[src/design/core_pkg.sv]
// shared constants and types for the core sequencer and register file
// assumes one 125 MHz clock and a synchronous active-high reset
`default_nettype none

package core_pkg;

    // ------------------------------------------------------------------
    // phase sequence
    // ------------------------------------------------------------------
    typedef enum logic [1:0] {
        PH_ONE   = 2'b00,
        PH_TWO   = 2'b01,
        PH_THREE = 2'b10,
        PH_FOUR  = 2'b11
    } phase_e;

    // ------------------------------------------------------------------
    // file addresses of the core registers (bank-free 7-bit form)
    // ------------------------------------------------------------------
    localparam logic [6:0] FA_INDIRECT = 7'h00;
    localparam logic [6:0] FA_PC_LOW = 7'h02;
    localparam logic [6:0] FA_CORE_STAT = 7'h03;
    localparam logic [6:0] FA_POINTER = 7'h04;
    localparam logic [6:0] FA_PC_HIGH = 7'h0A;
    localparam logic [6:0] FA_INT_CTRL = 7'h0B;
    // general purpose cells
    localparam logic [6:0] GPR_LO = 7'h20;
    localparam logic [6:0] GPR_B1_HI = 7'h3F;
    localparam logic [6:0] GPR_SHARED = 7'h70;

    // ------------------------------------------------------------------
    // core status bit positions and register write masks
    // ------------------------------------------------------------------
    localparam int ST_IND_BANK = 7;
    localparam int ST_BANK_HI = 6;
    localparam int ST_BANK_LO = 5;
    localparam int ST_WDT_EXP = 4;
    localparam int ST_SLEEP = 3;
    localparam int ST_ZERO = 2;
    localparam logic [7:0] STAT_WMASK = 8'hE7;
    localparam logic [7:0] PCH_WMASK = 8'h1F;
    localparam logic [7:0] FULL_WMASK = 8'hFF;

    // ------------------------------------------------------------------
    // values after reset
    // ------------------------------------------------------------------
    localparam logic [7:0] STAT_POR = 8'h18;
    localparam logic [7:0] POINTER_POR = 8'h00;
    localparam logic [7:0] INT_CTRL_RST = 8'h00;
    localparam logic [4:0] PC_HIGH_RST = 5'h00;
    localparam logic [12:0] PC_RST = 13'h0000;
    localparam logic [13:0] INSTR_RST = 14'h0000;
    localparam logic [7:0] BYTE_RST = 8'h00;

    // ------------------------------------------------------------------
    // instruction classes and file operations
    // ------------------------------------------------------------------
    localparam logic [1:0] CL_FILE = 2'b00;
    localparam logic [1:0] CL_JUMP = 2'b10;
    localparam logic [1:0] CL_LIT = 2'b11;
    localparam logic [3:0] FN_STORE_W = 4'h0;
    localparam logic [3:0] FN_DEC = 4'h3;
    localparam logic [3:0] FN_MOVE = 4'h8;
    localparam logic [3:0] FN_INVERT = 4'h9;
    localparam logic [3:0] FN_INC = 4'hA;

endpackage : core_pkg

`default_nettype wire

[src/design/ram_port_if.sv]
// two-port access bundle between the core and its cell array
// assumes both ports run on the core clock; read is combinational
`default_nettype none

interface ram_port_if;
    logic [6:0] a_addr;
    logic a_we;
    logic [7:0] a_wdata;
    logic [7:0] a_rdata;
    logic [6:0] b_addr;
    logic b_we;
    logic [7:0] b_wdata;
    logic [7:0] b_rdata;

    modport ctrl (
        output a_addr, a_we, a_wdata, b_addr, b_we, b_wdata,
        input a_rdata, b_rdata
    );
    modport mem (
        input a_addr, a_we, a_wdata, b_addr, b_we, b_wdata,
        output a_rdata, b_rdata
    );
endinterface : ram_port_if

`default_nettype wire

[src/design/phase_gen.sv]
// four-phase sequencer for the instruction cycle
// assumes the clock runs free; reset returns it to the first phase
`default_nettype none

module phase_gen
    import core_pkg::*;
(
    input wire logic core_clk_i,
    input wire logic rst_i,
    output phase_e phase_o
);
    phase_e phase_next;

    // ------------------------------------------------------------------
    // divide by four, repeating without end
    // ------------------------------------------------------------------
    always_comb begin
        case (phase_o)
            PH_ONE: phase_next = PH_TWO;
            PH_TWO: phase_next = PH_THREE;
            PH_THREE: phase_next = PH_FOUR;
            PH_FOUR: phase_next = PH_ONE;
            default: phase_next = PH_ONE;
        endcase
    end

    always_ff @(posedge core_clk_i) begin
        if (rst_i) begin
            phase_o <= PH_ONE;
        end else begin
            phase_o <= phase_next;
        end
    end
endmodule : phase_gen

`default_nettype wire

[src/design/gpr_ram.sv]
// static cell array with two write and two read ports
// assumes port a (core) wins a same-cell write against port b
`default_nettype none

module gpr_ram #(
    parameter int DEPTH = 128
) (
    input wire logic core_clk_i,
    ram_port_if.mem ram
);
    logic [7:0] cells [DEPTH];

    // ------------------------------------------------------------------
    // cells keep their value across every reset
    // ------------------------------------------------------------------
    always_ff @(posedge core_clk_i) begin
        if (ram.b_we) begin
            cells[ram.b_addr] <= ram.b_wdata;
        end
        if (ram.a_we) begin
            cells[ram.a_addr] <= ram.a_wdata;
        end
    end

    assign ram.a_rdata = cells[ram.a_addr];
    assign ram.b_rdata = cells[ram.b_addr];
endmodule : gpr_ram

`default_nettype wire

[src/design/core_phase_pipeline_sfr.sv]
// core sequencer: four-phase pipeline, program counter and core registers
// assumes program memory answers combinationally within one phase and a
// register port master that never issues read and write together
`default_nettype none

module core_phase_pipeline_sfr
    import core_pkg::*;
#(
    parameter int PC_W = 13,
    parameter int INSTR_W = 14,
    parameter int RAM_DEPTH = 128
) (
    input wire logic core_clk_i,
    input wire logic rst_i,
    input wire logic power_on_i,
    input wire logic wdt_reset_i,
    input wire logic [INSTR_W-1:0] prog_data_i,
    output logic [PC_W-1:0] prog_addr_o,
    input wire logic [7:0] reg_addr_i,
    input wire logic [7:0] reg_wdata_i,
    input wire logic reg_wr_i,
    input wire logic reg_rd_i,
    output logic [7:0] reg_rdata_o,
    output phase_e phase_o,
    output logic [INSTR_W-1:0] instr_latch_o,
    output logic [7:0] work_o
);

    // ------------------------------------------------------------------
    // state
    // ------------------------------------------------------------------
    logic [PC_W-1:0] pc_reg;
    logic [PC_W-1:0] prog_addr_reg;
    logic [INSTR_W-1:0] fetch_buf_reg;
    logic fetch_valid_reg;
    logic [INSTR_W-1:0] instr_latch_reg;
    logic exec_valid_reg;
    logic [7:0] operand_reg;
    logic [7:0] work_reg;
    logic flush_pend_reg;
    logic [7:0] status_reg;
    logic [7:0] pointer_reg;
    logic [4:0] pc_high_reg;
    logic [7:0] int_ctrl_reg;
    logic [7:0] reg_rdata_reg;
    logic [7:0] status_next;
    logic [7:0] pointer_next;
    logic [7:0] pc_high_next;
    logic [7:0] int_ctrl_next;

    ram_port_if ram ();

    // ------------------------------------------------------------------
    // helpers
    // ------------------------------------------------------------------
    // cell index for a full file address, bit 7 flags a hit;
    // bank one in the shared range folds back onto bank zero
    function automatic logic [7:0] gpr_slot(input logic [7:0] a);
        logic [6:0] lo;
        lo = a[6:0];
        if (lo >= GPR_SHARED) begin
            return {1'b1, lo};
        end else if (!a[7] && lo >= GPR_LO) begin
            return {1'b1, lo};
        end else if (a[7] && lo >= GPR_LO && lo <= GPR_B1_HI) begin
            return {1'b1, 7'(lo - GPR_LO)};
        end
        return 8'h00;
    endfunction : gpr_slot

    // effective address; bit 8 marks the indirect port pointing at itself
    function automatic logic [8:0] resolve(input logic [7:0] a,
                                           input logic [7:0] ptr);
        if (a[6:0] == FA_INDIRECT) begin
            return {(ptr[6:0] == FA_INDIRECT), ptr};
        end
        return {1'b0, a};
    endfunction : resolve

    // read of any location; the bank bit is ignored for core registers
    function automatic logic [7:0] read_loc(input logic [8:0] res,
                                            input logic [7:0] ram_q);
        logic [7:0] slot;
        logic [7:0] v;
        slot = gpr_slot(res[7:0]);
        v = 8'h00;
        if (res[8]) begin
            v = 8'h00;
        end else if (slot[7]) begin
            v = ram_q;
        end else begin
            case (res[6:0])
                FA_PC_LOW: v = pc_reg[7:0];
                FA_CORE_STAT: v = status_reg;
                FA_POINTER: v = pointer_reg;
                FA_PC_HIGH: v = {3'b000, pc_high_reg};
                FA_INT_CTRL: v = int_ctrl_reg;
                default: v = 8'h00;
            endcase
        end
        return v;
    endfunction : read_loc

    // masked write merge; the core port is applied last so it wins
    function automatic logic [7:0] merge(input logic [7:0] old,
                                         input logic c_hit,
                                         input logic [7:0] c_d,
                                         input logic s_hit,
                                         input logic [7:0] s_d,
                                         input logic [7:0] m);
        logic [7:0] v;
        v = old;
        if (s_hit) begin
            v = (v & ~m) | (s_d & m);
        end
        if (c_hit) begin
            v = (v & ~m) | (c_d & m);
        end
        return v;
    endfunction : merge

    // ------------------------------------------------------------------
    // phase sequencer
    // ------------------------------------------------------------------
    phase_gen u_phase (
        .core_clk_i(core_clk_i),
        .rst_i(rst_i),
        .phase_o(phase_o)
    );

    wire logic ph1 = (phase_o == PH_ONE);
    wire logic ph2 = (phase_o == PH_TWO);
    wire logic ph4 = (phase_o == PH_FOUR);

    // ------------------------------------------------------------------
    // instruction decode
    // ------------------------------------------------------------------
    wire logic [1:0] op_class = instr_latch_reg[13:12];
    wire logic [3:0] op_fn = instr_latch_reg[11:8];
    wire logic dest_file = instr_latch_reg[7];
    wire logic is_file = exec_valid_reg && op_class == CL_FILE;
    wire logic is_jump = exec_valid_reg && op_class == CL_JUMP;
    wire logic is_lit = exec_valid_reg && op_class == CL_LIT;
    wire logic is_store = op_fn == FN_STORE_W;
    wire logic fn_known = is_store || op_fn == FN_DEC
        || op_fn == FN_MOVE || op_fn == FN_INVERT || op_fn == FN_INC;

    // result of the file operation: the working register for a store, else from the operand read in phase two
    wire logic [7:0] alu_res =
        is_store ? work_reg :
        op_fn == FN_INC ? 8'(operand_reg + 8'h01) :
        op_fn == FN_DEC ? 8'(operand_reg - 8'h01) :
        op_fn == FN_INVERT ? ~operand_reg : operand_reg;

    // ------------------------------------------------------------------
    // core data path addressing
    // ------------------------------------------------------------------
    wire logic [7:0] core_dir_addr =
        {status_reg[ST_BANK_LO], instr_latch_reg[6:0]};
    wire logic [8:0] core_res = resolve(core_dir_addr, pointer_reg);
    wire logic [7:0] core_slot = gpr_slot(core_res[7:0]);
    logic [7:0] core_rdata; // process, so register changes re-evaluate
    always_comb core_rdata = read_loc(core_res, ram.a_rdata);

    // writes land in phase four only; self-indirect writes are dropped
    wire logic core_we = ph4 && is_file && fn_known
        && (dest_file || is_store) && !core_res[8];
    wire logic core_sfr_we = core_we && !core_slot[7];
    wire logic w_we = ph4 && (is_lit
        || (is_file && fn_known && !dest_file && !is_store));
    wire logic z_we = ph4 && is_file && fn_known && !is_store;

    // ------------------------------------------------------------------
    // register port addressing
    // ------------------------------------------------------------------
    wire logic [8:0] sw_res = resolve(reg_addr_i, pointer_reg);
    wire logic [7:0] sw_slot = gpr_slot(sw_res[7:0]);
    logic [7:0] sw_rdata;
    always_comb sw_rdata = read_loc(sw_res, ram.b_rdata);
    wire logic sw_sfr_we = reg_wr_i && !sw_res[8] && !sw_slot[7];

    // ------------------------------------------------------------------
    // cell array ports
    // ------------------------------------------------------------------
    assign ram.a_addr = core_slot[6:0];
    assign ram.a_we = core_we && core_slot[7];
    assign ram.a_wdata = alu_res;
    assign ram.b_addr = sw_slot[6:0];
    assign ram.b_we = reg_wr_i && !sw_res[8] && sw_slot[7];
    assign ram.b_wdata = reg_wdata_i;

    gpr_ram #(
        .DEPTH(RAM_DEPTH)
    ) u_ram (
        .core_clk_i(core_clk_i),
        .ram(ram.mem)
    );

    // ------------------------------------------------------------------
    // special register write decode
    // ------------------------------------------------------------------
    wire logic c_stat = core_sfr_we && core_res[6:0] == FA_CORE_STAT;
    wire logic s_stat = sw_sfr_we && sw_res[6:0] == FA_CORE_STAT;
    wire logic c_ptr = core_sfr_we && core_res[6:0] == FA_POINTER;
    wire logic s_ptr = sw_sfr_we && sw_res[6:0] == FA_POINTER;
    wire logic c_pch = core_sfr_we && core_res[6:0] == FA_PC_HIGH;
    wire logic s_pch = sw_sfr_we && sw_res[6:0] == FA_PC_HIGH;
    wire logic c_int = core_sfr_we && core_res[6:0] == FA_INT_CTRL;
    wire logic s_int = sw_sfr_we && sw_res[6:0] == FA_INT_CTRL;
    wire logic c_pcl = core_sfr_we && core_res[6:0] == FA_PC_LOW;
    wire logic s_pcl = sw_sfr_we && sw_res[6:0] == FA_PC_LOW;

    // expiry and sleep bits are read-only; the two reserved bank bits
    // are stored as written and steer nothing here
    always_comb begin
        status_next = merge(status_reg, c_stat, alu_res,
                            s_stat, reg_wdata_i, STAT_WMASK);
        if (z_we) begin
            status_next[ST_ZERO] = (alu_res == 8'h00);
        end
    end

    // upper three bits of the high latch are not implemented
    assign pointer_next = merge(pointer_reg, c_ptr, alu_res,
                                s_ptr, reg_wdata_i, FULL_WMASK);
    assign pc_high_next = merge({3'b000, pc_high_reg}, c_pch, alu_res,
                                s_pch, reg_wdata_i, PCH_WMASK);
    assign int_ctrl_next = merge(int_ctrl_reg, c_int, alu_res,
                                 s_int, reg_wdata_i, FULL_WMASK);

    // ------------------------------------------------------------------
    // counter loads
    // ------------------------------------------------------------------
    wire logic [PC_W-1:0] jump_target =
        {pc_high_reg[4:3], instr_latch_reg[10:0]};
    wire logic [PC_W-1:0] core_pcl_target = {pc_high_reg, alu_res};
    wire logic [PC_W-1:0] sw_pcl_target = {pc_high_reg, reg_wdata_i};
    wire logic branch_take = ph4 && (is_jump || c_pcl);
    wire logic [PC_W-1:0] branch_target =
        is_jump ? jump_target : core_pcl_target;
    wire logic sw_pc_load = s_pcl && !branch_take;
    // a software load mid-fetch must also kill the word in flight
    wire logic discard = branch_take || flush_pend_reg || sw_pc_load;

    // ------------------------------------------------------------------
    // reset values per cause
    // ------------------------------------------------------------------
    // watchdog clears expiry and sets sleep; pin reset keeps both
    wire logic [7:0] status_rst = {3'b000,
        wdt_reset_i ? 1'b0 : status_reg[ST_WDT_EXP],
        wdt_reset_i ? 1'b1 : status_reg[ST_SLEEP],
        status_reg[2:0]};

    always_ff @(posedge core_clk_i) begin
        if (rst_i) begin
            pc_high_reg <= PC_HIGH_RST;
            if (power_on_i) begin
                status_reg <= STAT_POR;
                pointer_reg <= POINTER_POR;
                int_ctrl_reg <= INT_CTRL_RST;
            end else begin
                status_reg <= status_rst;
                int_ctrl_reg <= {INT_CTRL_RST[7:1], int_ctrl_reg[0]};
            end
        end else begin
            status_reg <= status_next;
            pointer_reg <= pointer_next;
            pc_high_reg <= pc_high_next[4:0];
            int_ctrl_reg <= int_ctrl_next;
        end
    end

    // ------------------------------------------------------------------
    // fetch side: counter, program address, prefetch buffer
    // ------------------------------------------------------------------
    always_ff @(posedge core_clk_i) begin
        if (rst_i) begin
            pc_reg <= PC_RST;
            prog_addr_reg <= PC_RST;
            fetch_buf_reg <= INSTR_RST;
            fetch_valid_reg <= 1'b0;
            flush_pend_reg <= 1'b0;
        end else begin
            if (branch_take) begin
                pc_reg <= branch_target;
            end else if (sw_pc_load) begin
                pc_reg <= sw_pcl_target;
            end else if (ph1) begin
                pc_reg <= PC_W'(pc_reg + 1'b1);
            end
            if (ph1) begin
                prog_addr_reg <= pc_reg;
            end
            if (ph4) begin
                fetch_buf_reg <= prog_data_i;
                fetch_valid_reg <= !discard;
                flush_pend_reg <= 1'b0;
            end else if (sw_pc_load) begin
                flush_pend_reg <= 1'b1;
            end
        end
    end

    // ------------------------------------------------------------------
    // execute side: latch, operand, working register
    // ------------------------------------------------------------------
    // the latch loads while the next fetch starts: the overlap that
    // gives one cycle per plain instruction
    always_ff @(posedge core_clk_i) begin
        if (rst_i) begin
            instr_latch_reg <= INSTR_RST;
            exec_valid_reg <= 1'b0;
            operand_reg <= BYTE_RST;
            work_reg <= BYTE_RST;
        end else begin
            if (ph1) begin
                instr_latch_reg <= fetch_buf_reg;
                exec_valid_reg <= fetch_valid_reg;
            end
            if (ph2) begin
                operand_reg <= core_rdata;
            end
            if (w_we) begin
                work_reg <= is_lit ? instr_latch_reg[7:0] : alu_res;
            end
        end
    end

    // ------------------------------------------------------------------
    // register port read data, valid only the cycle after the strobe
    // ------------------------------------------------------------------
    always_ff @(posedge core_clk_i) begin
        if (rst_i) begin
            reg_rdata_reg <= BYTE_RST;
        end else begin
            reg_rdata_reg <= reg_rd_i ? sw_rdata : 8'h00;
        end
    end

    // ------------------------------------------------------------------
    // outputs
    // ------------------------------------------------------------------
    assign prog_addr_o = prog_addr_reg;
    assign reg_rdata_o = reg_rdata_reg;
    assign instr_latch_o = instr_latch_reg;
    assign work_o = work_reg;

endmodule : core_phase_pipeline_sfr

`default_nettype wire

[config.mk]
export PLATFORM = sky130hd
export DESIGN_NAME = core_phase_pipeline_sfr
export DESIGN_NICKNAME = d
export VERILOG_FILES = /design/src/design/core_pkg.sv /design/src/design/ram_port_if.sv /design/src/design/phase_gen.sv /design/src/design/gpr_ram.sv /design/src/design/core_phase_pipeline_sfr.sv
export SDC_FILE = /design/constraint.sdc
export NUM_CORES = 2
export LEC_CHECK = 0
export ABC_AREA = 1
export BUFFER_PORTS_ARGS = -buffer_cell sky130_fd_sc_hd__buf_2
export CAP_MARGIN = 40
export CORE_UTILIZATION = 40
export CTS_CLUSTER_DIAMETER = 40
export DETAILED_ROUTE_END_ITERATION = 10
export GPL_ROUTABILITY_DRIVEN = 0
export PLACE_DENSITY_LB_ADDON = 0.1
export SKIP_CTS_REPAIR_TIMING = 1
export SLEW_MARGIN = 20
export SYNTH_ARGS = -nofsm -noshare
export SYNTH_HDL_FRONTEND = slang
export SYNTH_SLANG_ARGS = --single-unit
[constraint.sdc]
create_clock -name core_clk_i -period 4.3 [get_ports core_clk_i]
set_input_delay 1.29 -clock core_clk_i [delete_from_list [all_inputs] [get_ports core_clk_i]]
set_output_delay 1.29 -clock core_clk_i [all_outputs]
set_load 0.02 [all_outputs]
### Word level (Yosys, flattened, before mapping)

Memory sizes are Yosys's and may differ from the RTL's.
Cells that the tools add are included.

| word-level totals | value |
|---|---|
| word-level logic and storage cells | 186 |
| bits in writable memories | 1,024 |
| register bits | 112 |
| bits in read-only memories | 0 |
| output and inout port bits | 45 |
| memories kept | 1 |
| latch bits | 0 |

Memories:

| name | depth | bits a word | read ports | clocked after memory_dff | wr ports | line | text |
|---|---|---|---|---|---|---|---|
| u_ram.cells | 128 | 8 | 2 | 0 | 2 | gpr_ram.sv:11 | `logic [7:0] cells [DEPTH];` |

| operators by class | value |
|---|---|
| $mul | 0 |
| $add $sub $neg | 5 |
| equality and inequality tests | 21 |
| div/mod/pow operators | 0 |
| $lt $le $gt $ge | 6 |
| reduce and logical (&&, ||, !) cells | 73 |
| shifts and indexed selects | 0 |
| multiplexer cells | 56 |
| bitwise logic cells | 5 |

Operator list:

| operator | number |
|---|---|
| 8-bit two-way mux | 26 |
| 8-bit case mux with 5 select lines | 2 |
| 13-bit two-way mux | 3 |
| 9-bit two-way mux | 4 |
| 1-bit logical AND | 35 |
| 7-bit by 2-bit == test with 1-bit output, second input constant | 4 |
| 7-bit by 4-bit == test with 1-bit output, second input constant | 4 |
| 7-bit logical NOT | 3 |
| 1-bit two-way mux | 16 |
| 5-bit by 8-bit OR with 8-bit output | 2 |
| 5-bit two-way mux | 3 |
| 7-bit by 3-bit == test with 1-bit output, second input constant | 2 |
| 7-bit by 6-bit greater-or-equal comparator with 1-bit output, second input constant | 2 |
| 7-bit greater-or-equal comparator, second input constant | 2 |
| 7-bit by 6-bit less-or-equal comparator with 1-bit output, second input constant | 2 |
| 7-bit by 6-bit subtractor with 7-bit output, second input constant | 2 |
| 13-bit by 1-bit adder with 13-bit output, second input constant | 1 |
| 4-bit == test, second input constant | 3 |
| 3-bit nonzero test | 4 |
| 11-bit two-way mux | 1 |
| 1-bit logical NOT | 10 |
| 1-bit logical OR | 9 |
| 8-bit by 1-bit adder with 8-bit output, second input constant | 1 |
| 2-bit == test, second input constant | 4 |
| 17 further kinds | 21 |

### Logic depth before layout (Yosys ltp)

| depth | value |
|---|---|
| depth in word-level cells | 19 |
| gate-level depth with buffers | 32 |

### Cells and area by module

Synthesis repeated with hierarchy kept, for this count alone.

| unflattened totals | value |
|---|---|
| cells, all modules | 10,924 |
| area, all modules | 73,883.4 sq um |

By module, submodules not included:

| module | area an instance (sq um) | times used | cells each |
|---|---|---|---|
| gpr_ram | 66,985.5 | 1 | 9,877 |
| core_phase_pipeline_sfr | 6,806.5 | 1 | 1,036 |
| phase_gen | 91.3 | 1 | 11 |

### Worst setup path before layout

OpenSTA, ideal clock, no wires.

| timing path | value |
|---|---|
| path kind | input port to flip-flop |
| start | in reg_addr_i[5] |
| end | mem u_ram.cells[120][0] (enable) |
| stages on the path | 19 |
| arrival | 4,203 ps |
| slack | -287 ps |
| setup time | 384 ps |
| path through | inv_1 > nand3_1 > nor2_1 > buf_2 > a21oi_1 > ha_1 > nand2_1 > nor2_1 > a21oi_1 > nand2_1 > nand3_2 > buf_4 > nand2_2 > nor2_2 > inv_2 > clkbuf_1 > nor2_1 > inv_1 > o21ai_0 |

RTL lines:

| item | line | text |
|---|---|---|
| start, declared | core_phase_pipeline_sfr.sv:19 | `input wire logic [7:0] reg_addr_i,` |
| end, declared | gpr_ram.sv:11 |  |

### Worst setup path in the final report

| timing path | value |
|---|---|
| start | in reg_addr_i[5] |
| end | reg reg_rdata_reg[4], in the netlist reg_rdata_o[4] |

| on the way | value |
|---|---|
| longest elaborated chain between the ends | 12 |
| elaborated cells on any way between the ends | 27 |
| classes of those cells | add/sub: 1; order compare: 3; eq/ne: 5; mux: 11; reduce/logical: 6; memory: 1 |

Ends and longest elaborated chain:

| item | line | text |
|---|---|---|
| 7-bit logical NOT | core_phase_pipeline_sfr.sv:74 | `if (a[6:0] == FA_INDIRECT) begin` |
| 1-bit two-way mux | core_phase_pipeline_sfr.sv:74 |  |
| 9-bit two-way mux (*) | core_phase_pipeline_sfr.sv:77 | `return {1'b0, a};` |
| 7-bit by 6-bit greater-or-equal comparator with 1-bit output | core_phase_pipeline_sfr.sv:63, core_phase_pipeline_sfr.sv:65 |  |
| 1-bit logical AND (2 in series) | core_phase_pipeline_sfr.sv:65 | `end else if (a[7] && lo >= GPR_LO && lo <= GPR_B1_HI) begin` |
| 1-bit two-way mux | core_phase_pipeline_sfr.sv:65 |  |
| 1-bit two-way mux | core_phase_pipeline_sfr.sv:63 | `end else if (!a[7] && lo >= GPR_LO) begin` |
| 1-bit two-way mux | core_phase_pipeline_sfr.sv:61 | `if (lo >= GPR_SHARED) begin` |
| 8-bit two-way mux | core_phase_pipeline_sfr.sv:68 | `return 8'h00;` |
| memory 128 x 8 bit | n/a |  |
| 8-bit two-way mux | core_phase_pipeline_sfr.sv:89 | `end else if (slot[7]) begin` |
| end signal, assigned | core_phase_pipeline_sfr.sv:336 | `reg_rdata_reg <= reg_rd_i ? sw_rdata : 8'h00;` |
| end, declared | core_phase_pipeline_sfr.sv:45 | `logic [7:0] reg_rdata_reg;` |

Mark *: on every way between the ends. The rest lies on a longest branch, timed or not. The select of a mux whose other input is x is not followed.
A chain may end at the register's enable or synchronous reset.

==> results.md <==
- Outcome: finished, final reports clean
- Starting DRT DRC Count: 11.0k
- Flop pwr share: 0.283
- Yosys warns: 0
- Die Ht: 430 microns
- R2R Path Start: instr_latch_o[0]$_SDFFE_PP0N_
- WHS Path Cells: 2
- Post-Syn Instances: 10.0k
- Distinct cell type count after synthesis: 48
- H-tree depth: 4
- Worst hold slack: 460 ps
- Worst r2r dst: operand_reg[6]$_SDFFE_PP0N_
- Post-synthesis sequential area ratio: 0.454
- Part of the cycle the worst path needs: 0.996
- Clk pin slew, worst setup/hold paths: 50 ps
- Reg2Reg Setup Slack: 20 ps
- Post-synth EDFFs: 1047
- Core area: 181000 sq um
- Die width: 430 microns
- Port Buffers: 80
- Max FO, Critical Path: 27
- Critical path buffers and inverters: 6
- # IOs: 81
- Maximum clock frequency: 233 MHz
- Synthesized area per cell: 7.30 sq um
- Vias in the first global route: 69.4k
- Main synth FF type: edfxtp_1
- Largest net degree at the start of global routing: 128
- Commonest non-fill, non-tap cell in the layout: nand2_1
- Slew headroom: 0.400
- Max reg flops: 1024
- Num CTS Buffers: 210
- Async SR Flop Fraction: 0
- Maxcap violations: 0
- Final Non-Filler Cells: 13.0k
- Total wire length: 337000 microns
- Clk pwr share: 0.393
- Cell mode on critical path: nand2_1
- Post-route DRC: 0
- Die ar.: 185000 sq um
- Critical Path Slowest Stage Cell: buf_12
- Critical path capture point type: flop
- Hold path endpoint: fetch_buf_reg[0]$_SDFFE_PP0P_
- Fin. Hold Viols: 0
- Critical path class: in2reg
- Sw Pwr: 16.6 mW
- Cells on worst reg2reg path: 28
- GRT Resource Usage Total: 0.353
- Layout area overhead: 24.7%
- TritonCTS Sinks: 1135
- RSZ-0062 raised after global routing: yes
- CP startpoint kind: input pin
- Fin util: 0.503
- Minimum clock period: 4280 ps
- Pwr per Cell Area: 476 nW/um^2
- Worst path max stage delay: 260 ps
- Row count: 156
- HP Class: reg2reg
- DR vias/cell: 5.83
- CTS tree: built
- Cell family with most CP delay: simple AND/OR/NAND/NOR gates
- Worst-margin pin slew: 901 ps
- Post-DP HPWL: 225000 microns
- CTS Buffer Depth: 3
- Drt wl/cell: 26.0 microns
- Sw Share: 0.382
- First drt pass iteration count: 7
- Layout cells sized above 1: 0.153
- Post-Syn Area: 73100 sq um
- Post-DRT Antenna Nets: 0
- Initial Util: 0.404
- Clock skew: 40.0 ps
- P_leak: 40.5 nW
- Via count: 75.5k
- Root Driver: clkbuf_16
- Fin Setup TNS: 0 ps
- Gate power share: 0.324
- Initial antenna violation count: 12
- Most frequent cells in the layout: nand2_1, nand3_1, edfxtp_1
- Slew Limit Fails: 0
- Hold path startpoint: fetch_buf_reg[0]$_SDFFE_PP0P_
- Post-synthesis register bit count: 1135
- First-pass GRT wire length: 479000 microns
- Peak VDD IR: 0.000459 V
- Post-Syn Nets: 10.1k
- Dpl cells: 12.5k
- CP required: 5080 ps
- CP Data Arrival Time: 5060 ps
- Overflow after GRT: 0
- Nets@finish: 10.5k
- Setup Viol. Count Final: 0
- P_int: 26.8 mW
- Clock Latency Late Sink: 860 ps
[area by class of cell]
cell class	instances	area (sq um)
flip-flops and latches	1135	33200
clock buffers	227	5360
clock inverters	168	1850
well taps	2370	2970
multi-input cells	7326	34200
inverters	731	2770
diodes	3	7.51
fillers	17200	90000
repair buffers	998	10800
[power by group through the flow]
stage	Clock, mW	Combinational (mW)	Sequential, mW
after floorplan	0	6.41	12.5
after global placement	0	13.0	12.5
after detailed placement	0	13.1	12.5
after CTS	17.2	13.1	12.3
after global routing	17.6	14.6	12.3
final	17.1	14.1	12.3
[Yosys cell counts (4+ instances only)]
cell	n	area share
o221ai_1	8	0.00096
dfxtp_1	88	0.024
nor3_1	16	0.0011
edfxtp_1	1047	0.43
o21ai_0	977	0.067
inv_2	25	0.0013
o2111ai_1	18	0.0022
nand2_1	3244	0.17
inv_1	701	0.036
nand3b_1	294	0.030
clkbuf_1	469	0.024
o21ai_1	376	0.026
xor2_1	12	0.0014
nor2_4	10	0.0015
buf_6	21	0.0032
buf_2	235	0.016
nand3_1	1184	0.081
buf_4	14	0.0014
a31oi_1	18	0.0015
a21oi_1	120	0.0082
nor4_1	4	0.00034
nor2_1	750	0.039
nor2_8	5	0.0014
nand2_4	33	0.0051
ha_1	14	0.0024
clkinv_1	4	0.00021
nand4_1	38	0.0033
buf_1	89	0.0046
a221oi_1	11	0.0013
o22ai_1	7	0.00060
nor2_2	15	0.0013
o211ai_1	109	0.011
nand2_2	43	0.0037
[how the worst max path moves through the flow]
stage	from	end	slack, ps	cells past startpoint
global placement	reg_addr_i[4]	reg_rdata_o[5]$_SDFF_PP0_	-970	26
global route	reg_addr_i[5]	reg_rdata_o[1]$_SDFF_PP0_	-110	28
floorplan	reg_addr_i[5]	u_ram.cells[32][0]$_DFFE_PP_	-200	16
detailed placement	reg_addr_i[4]	reg_rdata_o[5]$_SDFF_PP0_	-880	26
finish	reg_addr_i[5]	reg_rdata_o[4]$_SDFF_PP0_	20	26
CTS	instr_latch_o[0]$_SDFFE_PP0N_	operand_reg[4]$_SDFFE_PP0N_	-240	31
[layer usage]
metal | up-vias | GRT usage | routed length [microns]
met5 | - | 0 | 82
met4 | 14 | 0.179 | 18300
met3 | 959 | 0.0781 | 40400
met2 | 4926 | 0.531 | 146000
met1 | 35400 | 0.476 | 133000
li1 | 34200 | - | -
[stage by stage]
stage | area, sq um | total power [mW] | worst slack [ps]
2_1_floorplan | 73300 | 18.9 | -204
6_report | 91100 | 43.4 | 16.7
5_1_grt | 91100 | 44.5 | -113
3_5_place_dp | 83300 | 25.6 | -883
4_1_cts | 90500 | 42.6 | -236
3_3_place_gp | 83300 | 25.5 | -967
[cell families after synthesis]
family | synth area share
simple gates | 0.335
compound gates | 0.120
fa+ha+maj | 0.00240
flops | 0.454
xor+xnor | 0.00156
buf+inv | 0.0870
[tightest hold or removal path, stage by stage (launching register included)]
cell and delay (ps):
dfxtp_1 300, nand2_1 60, a21oi_1 50
No activity file was read; power rests on OpenSTA's default activity.
